File: config.mk
export PLATFORM = sky130hd
export DESIGN_NAME = external_pin_interrupts
export DESIGN_NICKNAME = d
export VERILOG_FILES = /design/src/ext_irq_pkg.sv /design/src/external_pin_interrupts.sv
export SDC_FILE = /design/constraint.sdc
export NUM_CORES = 1
export LEC_CHECK = 0
export BUFFER_PORTS_ARGS = -buffer_cell sky130_fd_sc_hd__buf_2
export CAP_MARGIN = 5
export CORE_ASPECT_RATIO = 0.5
export CORE_UTILIZATION = 45
export DETAILED_ROUTE_END_ITERATION = 8
export PLACE_DENSITY = 0.72
export REMOVE_ABC_BUFFERS = 1
export SLEW_MARGIN = 20
export SYNTH_ARGS = -nofsm -noshare
export SYNTH_HDL_FRONTEND = slang
export SYNTH_SLANG_ARGS = --single-unit
File: constraint.sdc
create_clock -name ref_clk_in -period 4.05 [get_ports ref_clk_in]
set_input_delay 0.6075 -clock ref_clk_in [delete_from_list [all_inputs] [get_ports ref_clk_in]]
set_output_delay 0.6075 -clock ref_clk_in [all_outputs]
set_load 0.03 [all_outputs]
File: src/ext_irq_pkg.sv
// shared constants and types for the external pin interrupt unit
package ext_irq_pkg;

	// --------------------------------------------------------------
	// bus and sizes
	// --------------------------------------------------------------
	localparam int DATA_W     = 32;
	localparam int ADDR_W     = 8;
	localparam int PORT_CNT   = 4;
	localparam int LINE_CNT   = 8;

	// --------------------------------------------------------------
	// register byte offsets
	// --------------------------------------------------------------
	localparam logic [7:0] OFS_GPIO_BASE    = 8'h00;
	localparam logic [7:0] OFS_GPIO_STRIDE  = 8'h0C;
	localparam logic [7:0] OFS_GPIO_OUT     = 8'h00;
	localparam logic [7:0] OFS_GPIO_DIR     = 8'h04;
	localparam logic [7:0] OFS_GPIO_PIN     = 8'h08;
	localparam logic [7:0] OFS_SENSE_LOWER  = 8'h30;
	localparam logic [7:0] OFS_SENSE_UPPER  = 8'h34;
	localparam logic [7:0] OFS_PC_MASK      = 8'h38;
	localparam logic [7:0] OFS_CTRL         = 8'h3C;
	localparam logic [7:0] OFS_IRQ_STATUS   = 8'h40;
	localparam logic [7:0] OFS_IRQ_CLEAR    = 8'h44;
	localparam logic [7:0] OFS_IRQ_ENABLE   = 8'h48;

	// --------------------------------------------------------------
	// field positions
	// --------------------------------------------------------------
	localparam int CTRL_GIE_BIT    = 0;
	localparam int CTRL_SLEEP_LSB  = 1;
	localparam int IRQ_PC_BIT      = 8;
	localparam int IRQ_W           = 9;
	localparam int LOWER_LINES     = 4;

	// --------------------------------------------------------------
	// reset values
	// --------------------------------------------------------------
	localparam logic [7:0] GPIO_RESET   = 8'h00;
	localparam logic [7:0] SENSE_RESET  = 8'h00;
	localparam logic [7:0] MASK_RESET   = 8'h00;
	localparam logic [8:0] ENABLE_RESET = 9'h000;

	// --------------------------------------------------------------
	// sense selection codes
	// --------------------------------------------------------------
	localparam logic [1:0] SENSE_LOW  = 2'h0;
	localparam logic [1:0] SENSE_ANY  = 2'h1;
	localparam logic [1:0] SENSE_FALL = 2'h2;
	localparam logic [1:0] SENSE_RISE = 2'h3;

	typedef enum logic [2:0]
	{
		SLEEP_IDLE       = 3'h0,
		SLEEP_ADC_NR     = 3'h1,
		SLEEP_POWER_DOWN = 3'h2,
		SLEEP_POWER_SAVE = 3'h3,
		SLEEP_STANDBY    = 3'h6,
		SLEEP_EXT_STBY   = 3'h7
	} sleep_mode_t;

	typedef struct packed
	{
		logic [7:0] out_val;
		logic [7:0] dir;
	} gpio_regs_t;

endpackage

File: src/external_pin_interrupts.sv
// external pin interrupt unit with gpio ports c to f, apb register access
// --------------------------------------------------------------
// Overview of operation
// - lines raise interrupts from pin activity even when the pin is an output
// - one pin-change request whenever any enabled pin-change line toggles
// - per-line mask selects which pin-change lines contribute
// - pin-change detection works in every sleep mode
// - each line senses falling, rising edge or low level; two control registers
// - enabled level-sensed line requests as long as the pin stays low
// - edges on lines 7:4 need the running io clock; missed while stopped
// - low levels and edges on lines 3:0 detected in every sleep mode
// - io clock stops in every sleep mode except idle
// - level must last until wake-up ends, else no interrupt is raised
// - lines 3:0 codes: 00 low, 01 any edge, 10 falling, 11 rising
// - lines 7:4 sampled by clock; edges found by comparing samples
// - edge sets flag; cleared by vector entry or writing one
// - flag held cleared while its line is level sensed
// --------------------------------------------------------------
`timescale 1ns/1ps

module external_pin_interrupts
(
	// clock and reset
	input  wire logic                       ref_clk_in,
	input  wire logic                       reset_n_in,
	// apb slave
	input  wire logic [7:0]                 paddr_in,
	input  wire logic                       psel_in,
	input  wire logic                       penable_in,
	input  wire logic                       pwrite_in,
	input  wire logic [31:0]                pwdata_in,
	output logic      [31:0]                prdata_out,
	output logic                            pready_out,
	output logic                            pslverr_out,
	// gpio pins of ports c, d, e, f
	input  wire logic [3:0][7:0]            gpio_pin_in,
	output logic      [3:0][7:0]            gpio_pin_out,
	output logic      [3:0][7:0]            gpio_pin_oe_out,
	// pin-change lines
	input  wire logic [7:0]                 pin_change_lines_in,
	// sleep state of the core
	input  wire logic                       sleep_active_in,
	// cpu interrupt logic
	input  wire logic [7:0]                 ext_irq_ack_in,
	input  wire logic                       pin_change_ack_in,
	output logic      [7:0]                 ext_irq_req_out,
	output logic                            pin_change_request_out,
	output logic                            irq_out,
	output logic                            wake_out
);

	// --------------------------------------------------------------
	// declarations
	// --------------------------------------------------------------
	ext_irq_pkg::gpio_regs_t  gpio_regs_ff [ext_irq_pkg::PORT_CNT];
	logic [7:0]               sense_lower_ff;
	logic [7:0]               sense_upper_ff;
	logic [7:0]               pin_change_mask_ff;
	logic                     gie_ff;
	ext_irq_pkg::sleep_mode_t sleep_mode_ff;
	logic [8:0]               irq_enable_ff;
	logic [7:0]               ext_irq_flags_ff;
	logic                     pc_flag_ff;
	logic [7:0]               ext_prev_ff;
	logic [7:0]               pc_prev_ff;
	logic                     primed_ff;
	logic                     pready_ff;
	logic [31:0]              prdata_ff;
	logic                     pslverr_ff;
	logic [7:0]               ext_req_ff;
	logic                     pc_req_ff;
	logic                     irq_ff;
	logic                     wake_ff;

	logic [7:0]               ext_irq_lines;
	logic [7:0]               edge_hit;
	logic [7:0]               level_mode;
	logic [7:0]               ext_raw_req;
	logic [7:0]               ext_clr;
	logic [7:0]               wake_ev;
	logic                     pc_event;
	logic                     pc_clr;
	logic                     io_clk_run;
	logic                     acc;
	logic                     wr_en;
	logic                     clr_wr;
	logic [31:0]              rd_data;
	logic                     rd_ok;
	logic [7:0]               nxt_ext_req;
	logic                     nxt_pc_req;

	// --------------------------------------------------------------
	// apb handshake
	// --------------------------------------------------------------
	// one wait state: pready rises in the second access cycle
	assign acc    = psel_in & penable_in;
	assign wr_en  = acc & pwrite_in & pready_ff;
	assign clr_wr = wr_en & (paddr_in == ext_irq_pkg::OFS_IRQ_CLEAR);

	always_ff @(posedge ref_clk_in or negedge reset_n_in)
	begin
		if (!reset_n_in)
		begin
			pready_ff  <= 1'b0;
			prdata_ff  <= 32'h00000000;
			pslverr_ff <= 1'b0;
		end
		else
		begin
			pready_ff <= acc & ~pready_ff;
			if (acc & ~pready_ff)
			begin
				prdata_ff  <= pwrite_in ? 32'h00000000 : rd_data;
				pslverr_ff <= ~rd_ok;
			end
			else
			begin
				pslverr_ff <= 1'b0;
			end
		end
	end

	// --------------------------------------------------------------
	// read decode
	// --------------------------------------------------------------
	always_comb
	begin
		logic [7:0] base;
		base    = ext_irq_pkg::OFS_GPIO_BASE;
		rd_data = 32'h00000000;
		rd_ok   = 1'b0;
		for (int p = 0; p < ext_irq_pkg::PORT_CNT; p++)
		begin
			if (paddr_in == base + ext_irq_pkg::OFS_GPIO_OUT)
			begin
				rd_data[7:0] = gpio_regs_ff[p].out_val;
				rd_ok        = 1'b1;
			end
			if (paddr_in == base + ext_irq_pkg::OFS_GPIO_DIR)
			begin
				rd_data[7:0] = gpio_regs_ff[p].dir;
				rd_ok        = 1'b1;
			end
			if (paddr_in == base + ext_irq_pkg::OFS_GPIO_PIN)
			begin
				rd_data[7:0] = gpio_pin_in[p];
				rd_ok        = 1'b1;
			end
			base = base + ext_irq_pkg::OFS_GPIO_STRIDE;
		end
		case (paddr_in)
			ext_irq_pkg::OFS_SENSE_LOWER:
			begin
				rd_data[7:0] = sense_lower_ff;
				rd_ok        = 1'b1;
			end
			ext_irq_pkg::OFS_SENSE_UPPER:
			begin
				rd_data[7:0] = sense_upper_ff;
				rd_ok        = 1'b1;
			end
			ext_irq_pkg::OFS_PC_MASK:
			begin
				rd_data[7:0] = pin_change_mask_ff;
				rd_ok        = 1'b1;
			end
			ext_irq_pkg::OFS_CTRL:
			begin
				rd_data[ext_irq_pkg::CTRL_GIE_BIT]          = gie_ff;
				rd_data[ext_irq_pkg::CTRL_SLEEP_LSB +: 3]  = sleep_mode_ff;
				rd_ok                                       = 1'b1;
			end
			ext_irq_pkg::OFS_IRQ_STATUS:
			begin
				rd_data[8:0] = {pc_flag_ff, ext_irq_flags_ff};
				rd_ok        = 1'b1;
			end
			ext_irq_pkg::OFS_IRQ_CLEAR:
			begin
				rd_ok = 1'b1;
			end
			ext_irq_pkg::OFS_IRQ_ENABLE:
			begin
				rd_data[8:0] = irq_enable_ff;
				rd_ok        = 1'b1;
			end
			default:
			begin
				rd_data = rd_data;
			end
		endcase
	end

	// --------------------------------------------------------------
	// gpio registers
	// --------------------------------------------------------------
	genvar gp;
	generate
		for (gp = 0; gp < ext_irq_pkg::PORT_CNT; gp++)
		begin : g_port
			localparam logic [7:0] PBASE = 8'(ext_irq_pkg::OFS_GPIO_BASE
				+ gp * ext_irq_pkg::OFS_GPIO_STRIDE);
			always_ff @(posedge ref_clk_in or negedge reset_n_in)
			begin
				if (!reset_n_in)
				begin
					gpio_regs_ff[gp].out_val <= ext_irq_pkg::GPIO_RESET;
					gpio_regs_ff[gp].dir     <= ext_irq_pkg::GPIO_RESET;
				end
				else if (wr_en)
				begin
					if (paddr_in == PBASE + ext_irq_pkg::OFS_GPIO_OUT)
					begin
						gpio_regs_ff[gp].out_val <= pwdata_in[7:0];
					end
					if (paddr_in == PBASE + ext_irq_pkg::OFS_GPIO_DIR)
					begin
						gpio_regs_ff[gp].dir <= pwdata_in[7:0];
					end
				end
			end
			assign gpio_pin_out[gp]    = gpio_regs_ff[gp].out_val;
			assign gpio_pin_oe_out[gp] = gpio_regs_ff[gp].dir;
		end
	endgenerate

	// --------------------------------------------------------------
	// control registers
	// --------------------------------------------------------------
	always_ff @(posedge ref_clk_in or negedge reset_n_in)
	begin
		if (!reset_n_in)
		begin
			sense_lower_ff     <= ext_irq_pkg::SENSE_RESET;
			sense_upper_ff     <= ext_irq_pkg::SENSE_RESET;
			pin_change_mask_ff <= ext_irq_pkg::MASK_RESET;
			gie_ff             <= 1'b0;
			sleep_mode_ff      <= ext_irq_pkg::SLEEP_IDLE;
			irq_enable_ff      <= ext_irq_pkg::ENABLE_RESET;
		end
		else if (wr_en)
		begin
			case (paddr_in)
				ext_irq_pkg::OFS_SENSE_LOWER: sense_lower_ff <= pwdata_in[7:0];
				ext_irq_pkg::OFS_SENSE_UPPER: sense_upper_ff <= pwdata_in[7:0];
				ext_irq_pkg::OFS_PC_MASK:     pin_change_mask_ff <= pwdata_in[7:0];
				ext_irq_pkg::OFS_CTRL:
				begin
					gie_ff        <= pwdata_in[ext_irq_pkg::CTRL_GIE_BIT];
					sleep_mode_ff <= ext_irq_pkg::sleep_mode_t'(
						pwdata_in[ext_irq_pkg::CTRL_SLEEP_LSB +: 3]);
				end
				ext_irq_pkg::OFS_IRQ_ENABLE:  irq_enable_ff <= pwdata_in[8:0];
				default:                      irq_enable_ff <= irq_enable_ff;
			endcase
		end
	end

	// --------------------------------------------------------------
	// line sampling
	// --------------------------------------------------------------
	// lines read from the pad, so self-driven outputs still trigger
	assign ext_irq_lines = {gpio_pin_in[2][7:4], gpio_pin_in[1][3:0]};

	// io clock only runs awake or in idle
	assign io_clk_run = ~sleep_active_in | (sleep_mode_ff == ext_irq_pkg::SLEEP_IDLE);

	// first cycle after reset only loads history, no false edges
	always_ff @(posedge ref_clk_in or negedge reset_n_in)
	begin
		if (!reset_n_in)
		begin
			primed_ff  <= 1'b0;
			pc_prev_ff <= 8'h00;
		end
		else
		begin
			primed_ff  <= 1'b1;
			pc_prev_ff <= pin_change_lines_in;
		end
	end

	// --------------------------------------------------------------
	// per-line sense and flags
	// --------------------------------------------------------------
	genvar gl;
	generate
		for (gl = 0; gl < ext_irq_pkg::LINE_CNT; gl++)
		begin : g_line
			logic [1:0] sense;
			logic       samp_en;
			logic       rise;
			logic       fall;

			if (gl < ext_irq_pkg::LOWER_LINES)
			begin : g_lower
				// lower lines detect in every sleep mode
				assign sense   = sense_lower_ff[2 * gl +: 2];
				assign samp_en = 1'b1;
			end
			else
			begin : g_upper
				// upper edges only while io clock runs
				assign sense   = sense_upper_ff[2 * (gl - 4) +: 2];
				assign samp_en = io_clk_run;
			end

			always_ff @(posedge ref_clk_in or negedge reset_n_in)
			begin
				if (!reset_n_in)
				begin
					ext_prev_ff[gl] <= 1'b0;
				end
				else if (samp_en | ~primed_ff)
				begin
					ext_prev_ff[gl] <= ext_irq_lines[gl];
				end
			end

			assign rise = ext_irq_lines[gl] & ~ext_prev_ff[gl];
			assign fall = ~ext_irq_lines[gl] & ext_prev_ff[gl];

			always_comb
			begin
				case (sense)
					ext_irq_pkg::SENSE_ANY:  edge_hit[gl] = rise | fall;
					ext_irq_pkg::SENSE_FALL: edge_hit[gl] = fall;
					ext_irq_pkg::SENSE_RISE: edge_hit[gl] = rise;
					default:                 edge_hit[gl] = 1'b0;
				endcase
				edge_hit[gl] = edge_hit[gl] & samp_en & primed_ff;
			end

			assign level_mode[gl] = (sense == ext_irq_pkg::SENSE_LOW);
			assign ext_clr[gl]    = (clr_wr & pwdata_in[gl]) | ext_irq_ack_in[gl];

			// level mode holds the flag clear
			always_ff @(posedge ref_clk_in or negedge reset_n_in)
			begin
				if (!reset_n_in)
				begin
					ext_irq_flags_ff[gl] <= 1'b0;
				end
				else if (level_mode[gl])
				begin
					ext_irq_flags_ff[gl] <= 1'b0;
				end
				else if (edge_hit[gl])
				begin
					ext_irq_flags_ff[gl] <= 1'b1;
				end
				else if (ext_clr[gl])
				begin
					ext_irq_flags_ff[gl] <= 1'b0;
				end
			end

			// level request follows the live pin
			assign ext_raw_req[gl] = level_mode[gl] ? ~ext_irq_lines[gl]
				: ext_irq_flags_ff[gl];
			assign wake_ev[gl] = irq_enable_ff[gl] & (level_mode[gl]
				? ~ext_irq_lines[gl] : edge_hit[gl]);
		end
	endgenerate

	// --------------------------------------------------------------
	// pin-change detection
	// --------------------------------------------------------------
	// any masked toggle, no clock gating
	assign pc_event = primed_ff & |((pin_change_lines_in ^ pc_prev_ff) & pin_change_mask_ff);
	assign pc_clr   = (clr_wr & pwdata_in[ext_irq_pkg::IRQ_PC_BIT]) | pin_change_ack_in;

	always_ff @(posedge ref_clk_in or negedge reset_n_in)
	begin
		if (!reset_n_in)
		begin
			pc_flag_ff <= 1'b0;
		end
		else if (pc_event)
		begin
			pc_flag_ff <= 1'b1;
		end
		else if (pc_clr)
		begin
			pc_flag_ff <= 1'b0;
		end
	end

	// --------------------------------------------------------------
	// request outputs
	// --------------------------------------------------------------
	// line enable and global enable gate
	assign nxt_ext_req = ext_raw_req & irq_enable_ff[7:0] & {8{gie_ff}};
	assign nxt_pc_req  = pc_flag_ff & irq_enable_ff[ext_irq_pkg::IRQ_PC_BIT] & gie_ff;

	always_ff @(posedge ref_clk_in or negedge reset_n_in)
	begin
		if (!reset_n_in)
		begin
			ext_req_ff <= 8'h00;
			pc_req_ff  <= 1'b0;
			irq_ff     <= 1'b0;
			wake_ff    <= 1'b0;
		end
		else
		begin
			ext_req_ff <= nxt_ext_req;
			pc_req_ff  <= nxt_pc_req;
			irq_ff     <= (|nxt_ext_req) | nxt_pc_req;
			wake_ff    <= sleep_active_in & ((|wake_ev)
				| (pc_event & irq_enable_ff[ext_irq_pkg::IRQ_PC_BIT]));
		end
	end

	assign ext_irq_req_out        = ext_req_ff;
	assign pin_change_request_out = pc_req_ff;
	assign irq_out                = irq_ff;
	assign wake_out               = wake_ff;
	assign prdata_out             = prdata_ff;
	assign pready_out             = pready_ff;
	assign pslverr_out            = pslverr_ff;

endmodule
# Word level (Yosys, flattened, before mapping)
# Cells that the tools add are included.
dict set report classes {
  reduce_logical 36
  n_eq_ne 42
  n_bitwise 100
  n_mux 80
}
# cell count
set ops {}
lappend ops {{2-to-1 mux 8 bit} 12}
lappend ops {{== test 8 x 6 -> 1 bit, second input constant} 8}
lappend ops {{2-to-1 mux 1 bit} 56}
lappend ops {{bitwise AND 1 bit} 55}
lappend ops {{== test 2 bit, second input constant} 16}
lappend ops {{== test 8 x 5 -> 1 bit, second input constant} 4}
lappend ops {{AND reduction 2 bit} 13}
lappend ops {{bitwise AND 8 bit} 3}
lappend ops {{== test 8 x 7 -> 1 bit, second input constant} 3}
lappend ops {{one-hot mux 1 bit (3 select lines)} 8}
lappend ops {{one-hot mux 4 bit (6 select lines)} 1}
lappend ops {{nonzero test 3 bit} 8}
lappend ops {{OR reduction 8 bit} 3}
lappend ops {{OR 1 bit} 21}
lappend ops {{inverter 1 bit} 20}
lappend ops {{one-hot mux 4 bit (5 select lines)} 1}
lappend ops {{== test 2 x 1 -> 1 bit, second input constant} 8}
lappend ops {{== test 8 x 4 -> 1 bit, second input constant} 2}
lappend ops {{logical NOT 2 bit} 8}
lappend ops {{2-to-1 mux 9 bit} 1}
lappend ops {{== test 8 x 3 -> 1 bit, second input constant} 1}
lappend ops {{logical NOT 8 bit} 1}
lappend ops {{XOR 8 bit} 1}
lappend ops {{OR reduction 7 bit} 1}
lappend ops {{other kinds (3)} 3}
dict set report totals {
  in_bits 95
  wordCells 298
  reg_bits 172
}

# Longest topological paths before layout
dict set report logic_depth {
  ltp_word 16
  depth_mapped 9
  ltp_nobuf 7
}

# Worst setup path before layout
# No wires, ideal clock.
dict set report synth_path {
  path_kind {in2reg}
  startpoint {in paddr_in[1]}
  endpoint {reg prdata_ff[6] (netlist: prdata_out[6])}
  slack_ns 1.710
  setup_ns 0.121
  stages 6
  arrival_ns 2.219
  required_time_ns 3.929
  n_path_buf 1
  path_cell_list {buf_2 -> or3_1 -> mux4_2 -> a32o_1 -> a221o_1 -> a22o_1}
}
dict set report synth_via {
  elab_chain_cells 15
  elab_cells_between_ends 31
}
# item line_no
set synth_rtl {}
lappend synth_rtl {{start, declared} external_pin_interrupts.sv:27} ;# input wire logic [7:0] paddr_in,
lappend synth_rtl {{logical NOT 8 bit} external_pin_interrupts.sv:134} ;# if (paddr_in == base + ext_irq_pkg::OFS_GPIO_OUT)
lappend synth_rtl {{2-to-1 mux 8 bit} external_pin_interrupts.sv:134}
lappend synth_rtl {{2-to-1 mux 8 bit} external_pin_interrupts.sv:139} ;# if (paddr_in == base + ext_irq_pkg::OFS_GPIO_DIR)
lappend synth_rtl {{2-to-1 mux 8 bit} external_pin_interrupts.sv:144} ;# if (paddr_in == base + ext_irq_pkg::OFS_GPIO_PIN)
lappend synth_rtl {{2-to-1 mux 8 bit} external_pin_interrupts.sv:134}
lappend synth_rtl {{2-to-1 mux 8 bit} external_pin_interrupts.sv:139}
lappend synth_rtl {{2-to-1 mux 8 bit} external_pin_interrupts.sv:144}
lappend synth_rtl {{2-to-1 mux 8 bit} external_pin_interrupts.sv:134}
lappend synth_rtl {{2-to-1 mux 8 bit} external_pin_interrupts.sv:139}
lappend synth_rtl {{2-to-1 mux 8 bit} external_pin_interrupts.sv:144}
lappend synth_rtl {{2-to-1 mux 8 bit} external_pin_interrupts.sv:134}
lappend synth_rtl {{2-to-1 mux 8 bit} external_pin_interrupts.sv:139}
lappend synth_rtl {{2-to-1 mux 8 bit} external_pin_interrupts.sv:144}
lappend synth_rtl {{one-hot mux 4 bit (5 select lines) *} external_pin_interrupts.sv:151} ;# case (paddr_in)
lappend synth_rtl {{2-to-1 mux 9 bit *} external_pin_interrupts.sv:113} ;# prdata_ff <= pwrite_in ? 32'h00000000 : rd_data;
lappend synth_rtl {{end signal, assigned} external_pin_interrupts.sv:113}
lappend synth_rtl {{end, declared} external_pin_interrupts.sv:68} ;# logic [31:0] prdata_ff;
# Every way passes the cells marked *; elsewhere a longest branch is shown, timed or not.
# A chain may end at the register's enable or synchronous reset.

# Worst setup path after layout
dict set report layout_path {
  startpoint {in paddr_in[2]}
  endpoint {reg ext_irq_flags_ff[4]}
}
dict set report layout_via {
  elab_chain_cells 5
}
# item line_no
set layout_rtl {}
lappend layout_rtl {{== test 8 x 7 -> 1 bit} external_pin_interrupts.sv:98} ;# assign clr_wr = wr_en & (paddr_in == ext_irq_pkg::OFS_IRQ_CLEAR);
lappend layout_rtl {{bitwise AND 1 bit} external_pin_interrupts.sv:98}
lappend layout_rtl {{bitwise AND 1 bit} external_pin_interrupts.sv:335} ;# assign ext_clr[gl] = (clr_wr & pwdata_in[gl]) | ext_irq_ack_in[gl];
lappend layout_rtl {{OR 1 bit} external_pin_interrupts.sv:335}
lappend layout_rtl {{nonzero test 3 bit (no line)} n/a}
lappend layout_rtl {{end signal, assigned by index} external_pin_interrupts.sv:342} ;# ext_irq_flags_ff[gl] <= 1'b0;
lappend layout_rtl {{end signal, assigned by index} external_pin_interrupts.sv:346} ;# ext_irq_flags_ff[gl] <= 1'b0;
lappend layout_rtl {{end signal, assigned by index} external_pin_interrupts.sv:350} ;# ext_irq_flags_ff[gl] <= 1'b1;
lappend layout_rtl {{end, declared} external_pin_interrupts.sv:62} ;# logic [7:0] ext_irq_flags_ff;
# Every way passes these cells.

==> metrics.txt <==
f_max 0.3774 GHz; die area 19470 um2; WL final 26670 um; most common cell after layout, fill and taps aside buf_2; reg2reg setup slack between 1500 and 2000 ps; hpwl dp 19030 um; synth unique cells 70; H-tree depth 4; mapped cell area 8498 um2; Synth warnings 0; post-synth top area share 43.88%; Worst-Margin Slew 937.3 ps; Setup Crit Path Kind in -> reg; fillers 1620; post-CTS setup buffers 0; drc violations 0; PwrDens 350.7 nW/um2; first-pass GRT wire length 40800 um; Area contributors post-synth dfrtp_1 (44%), mux2_2 (16%), ha_1 (2.4%); crit path launch type input pin; Top-Level Pins 204; Critical Path RT 4340 ps; GRT overflow 0; # hold bufs at CTS 0; Most Crowded Layer GR met2; Synth Register Bits 149; Longest Clk Path Bufs 2; most used cell, CP nor3_1; M1 GR Usage 40.10%; FF-to-FF Start sense_upper_ff[7]$_DFFE_PN0P_; commonest cells after routing, fill and taps aside buf_2 (156), dfrtp_1 (149), mux2_2 (118); PortBufs 157; initial core utilization 46.09%; fin crit share 65.43%; Seq/Total Area, Yosys 43.88%; Final #Nets slightly above 1000; final worst path period need 2650 ps; Gate Count Post-Synth 783; Post-synth EDFFs 0; Final setup violation count 0; Rel. slew slack 37.03%; number of hold violations in the final report 0; M3 GR Usage 5.934%; post-cts sizing count 0; Die Ht 99.17 um; largest net degree at the start of global routing 94; first-iteration detailed-routing DRC count 700; crit-path cells buf_2 > nand2b_1 > nor4b_4 > a21oi_1 > nor3_1 > nor3_1; Tot GR Track Use 27.84%; Post-DRT Antenna Nets 0; final clock skew 18.39 ps; Critical Path AT 2940 ps; hold crit path type in -> async; most common flop cell mapped by yosys dfrtp_1; reg2reg path depth 5; met2 Use GR 41.87%; crit path max fanout 39; async set or reset register ratio after synthesis 100.0%; area of the multi-input gates 4369 um2; area leader, netlist dfrtp_1; initial antenna violation count 0; Final Max Tran Viols 0; slowest stage delay, CP roughly 740 ps; Clock Sinks 149; DR WL/cell 22.26 um; Core Region 18440 um2; share of layout cells above drive strength 1 between 30% and 40%; reg2reg end irq_out$_DFF_PN0_; RSZ-0062 raised after global routing no; Worst VDD drop 0.0002568 V; CTS buffer count 17; CTS Root Cell clkbuf_16; FF/Latch Area 3729 um2; Placer Congestion just over 0.9; clock transition at the registers of the reported paths 60 ps; TNS Setup 0 ps; Syn Area/Cell 10.85 um2; Tot Pwr 3.518 mW; Die X 196.3 um; Worst-Skew Late Latency between 400 and 500 ps; Leakage Power 4.983 nW; CTS tree yes; CP startpoint paddr_in[2]; Max Cap Viol 0; critical path endpoint category flip-flop; vias in the first global route 6920; Layout Area Growth over Synthesis 18.04%; via count 7185; Antenna Cells 0; Pre-Repair DR Iteration Count 5; critical path's slowest cell nor4b_4; outcome finished clean; std cell rows 35; DR vias/cell between 5 and 6
-- flip-flops by register name, indices dropped and copies added (netlist names) --
signal	cells
gpio_pin_oe_out	32
gpio_pin_out	32
irq_enable_ff	9
prdata_out	9
ext_irq_flags_ff	8
ext_irq_req_out	8
ext_prev_ff	8
pc_prev_ff	8
pin_change_mask_ff	8
sense_lower_ff	8
sense_upper_ff	8
sleep_mode_ff	3
gie_ff	1
irq_out	1
pc_flag_ff	1
pin_change_request_out	1
pready_out	1
primed_ff	1
pslverr_out	1
wake_out	1
-- how the worst max path moves through the flow --
| stage | end | slack [ps] | cells after the start |
|---|---|---|---|
| 5_1_grt | ext_irq_flags_ff[4]$_DFFE_PN0P_ | 1260 | 6 |
| 6_report | ext_irq_flags_ff[4]$_DFFE_PN0P_ | 1400 | 6 |
| 3_3_place_gp | ext_irq_flags_ff[4]$_DFFE_PN0P_ | 1090 | 6 |
| 2_1_floorplan | irq_enable_ff[0]$_DFFE_PN0P_ | 1760 | 4 |
| 3_5_place_dp | ext_irq_flags_ff[4]$_DFFE_PN0P_ | 1040 | 6 |
| 4_1_cts | ext_irq_flags_ff[4]$_DFFE_PN0P_ | 1470 | 6 |
-- layout make-up --
| type | instances | share of cell area (%) |
|---|---|---|
| multi-input cells | 559 | 43.56 |
| flip-flops and latches | 149 | 37.17 |
| repair buffers | 170 | 8.869 |
| clock buffers | 20 | 4.653 |
| well taps | 259 | 3.231 |
| clock inverters | 12 | 1.434 |
| inverters | 29 | 1.085 |
-- power breakdown --
part / internal (mW) / leakage [nW] / switching [mW] / total [mW]
clock: 0.966 / 0.289 / 0.678 / 1.64
sequential: 1.50 / 2.03 / 0.0150 / 1.52
combinational: 0.107 / 2.67 / 0.248 / 0.355
-- worst max-delay path, delay by kind of cell --
family                 cells  cell delay [ps]
AOI/OAI and AO/OA          1              200
buffers and inverters      1              690
and+or+nand+nor            4             1430
-- metrics by stage --
step / hold slack [ps] / worst slack (ps) / area [um2] / utilization, % / cells
final: 237.8 / 1400 / 10030 / 54.41 / 1198
after floorplan: 311.9 / 1755 / 8207 / - / 737
after global routing: 297.0 / 1263 / 10030 / 54.41 / 1198
after global placement: 500.7 / 1093 / 9420 / 51.10 / 1166
after detailed placement: 497.4 / 1035 / 9420 / 51.10 / 1166
after CTS: 293.5 / 1465 / 10030 / 54.41 / 1198
-- cell families (layout without fill, tap and decap cells) --
kind of cell / Yosys count / count (layout) / synth area share, %
AOI/OAI and AO/OA: 176 / 176 / 14.56
and+or+nand+nor: 196 / 196 / 13.99
xor gates and xnor gates: 8 / 8 / 0.8245
muxes: 139 / 139 / 18.62
adders and majority gates: 16 / 16 / 2.356
buffers and inverters: 97 / 231 / 5.683
other: 2 / 24 / 0.08837
DFF: 149 / 149 / 43.88
-- per-layer routing --
| metal | vias to the layer above | routed length, um |
|---|---|---|
| li1 | 3139 | - |
| met1 | 3589 | 11990 |
| met2 | 397 | 11880 |
| met3 | 60 | 2092 |
| met4 | 0 | 702 |
| met5 | - | 0 |
-- Yosys cell counts, types with 16 or more instances --
| library cell | number |
|---|---|
| nand3_1 | 18 |
| nand2b_1 | 17 |
| nor2_1 | 37 |
| ha_1 | 16 |
| a21oi_1 | 23 |
| buf_4 | 25 |
| clkbuf_1 | 19 |
| mux2i_1 | 16 |
| buf_2 | 20 |
| mux2_2 | 118 |
| inv_1 | 29 |
| nand2_1 | 46 |
| a211oi_1 | 20 |
| dfrtp_1 | 149 |
| o21ai_0 | 37 |
Note: power is estimated with default switching activity, not from simulation.
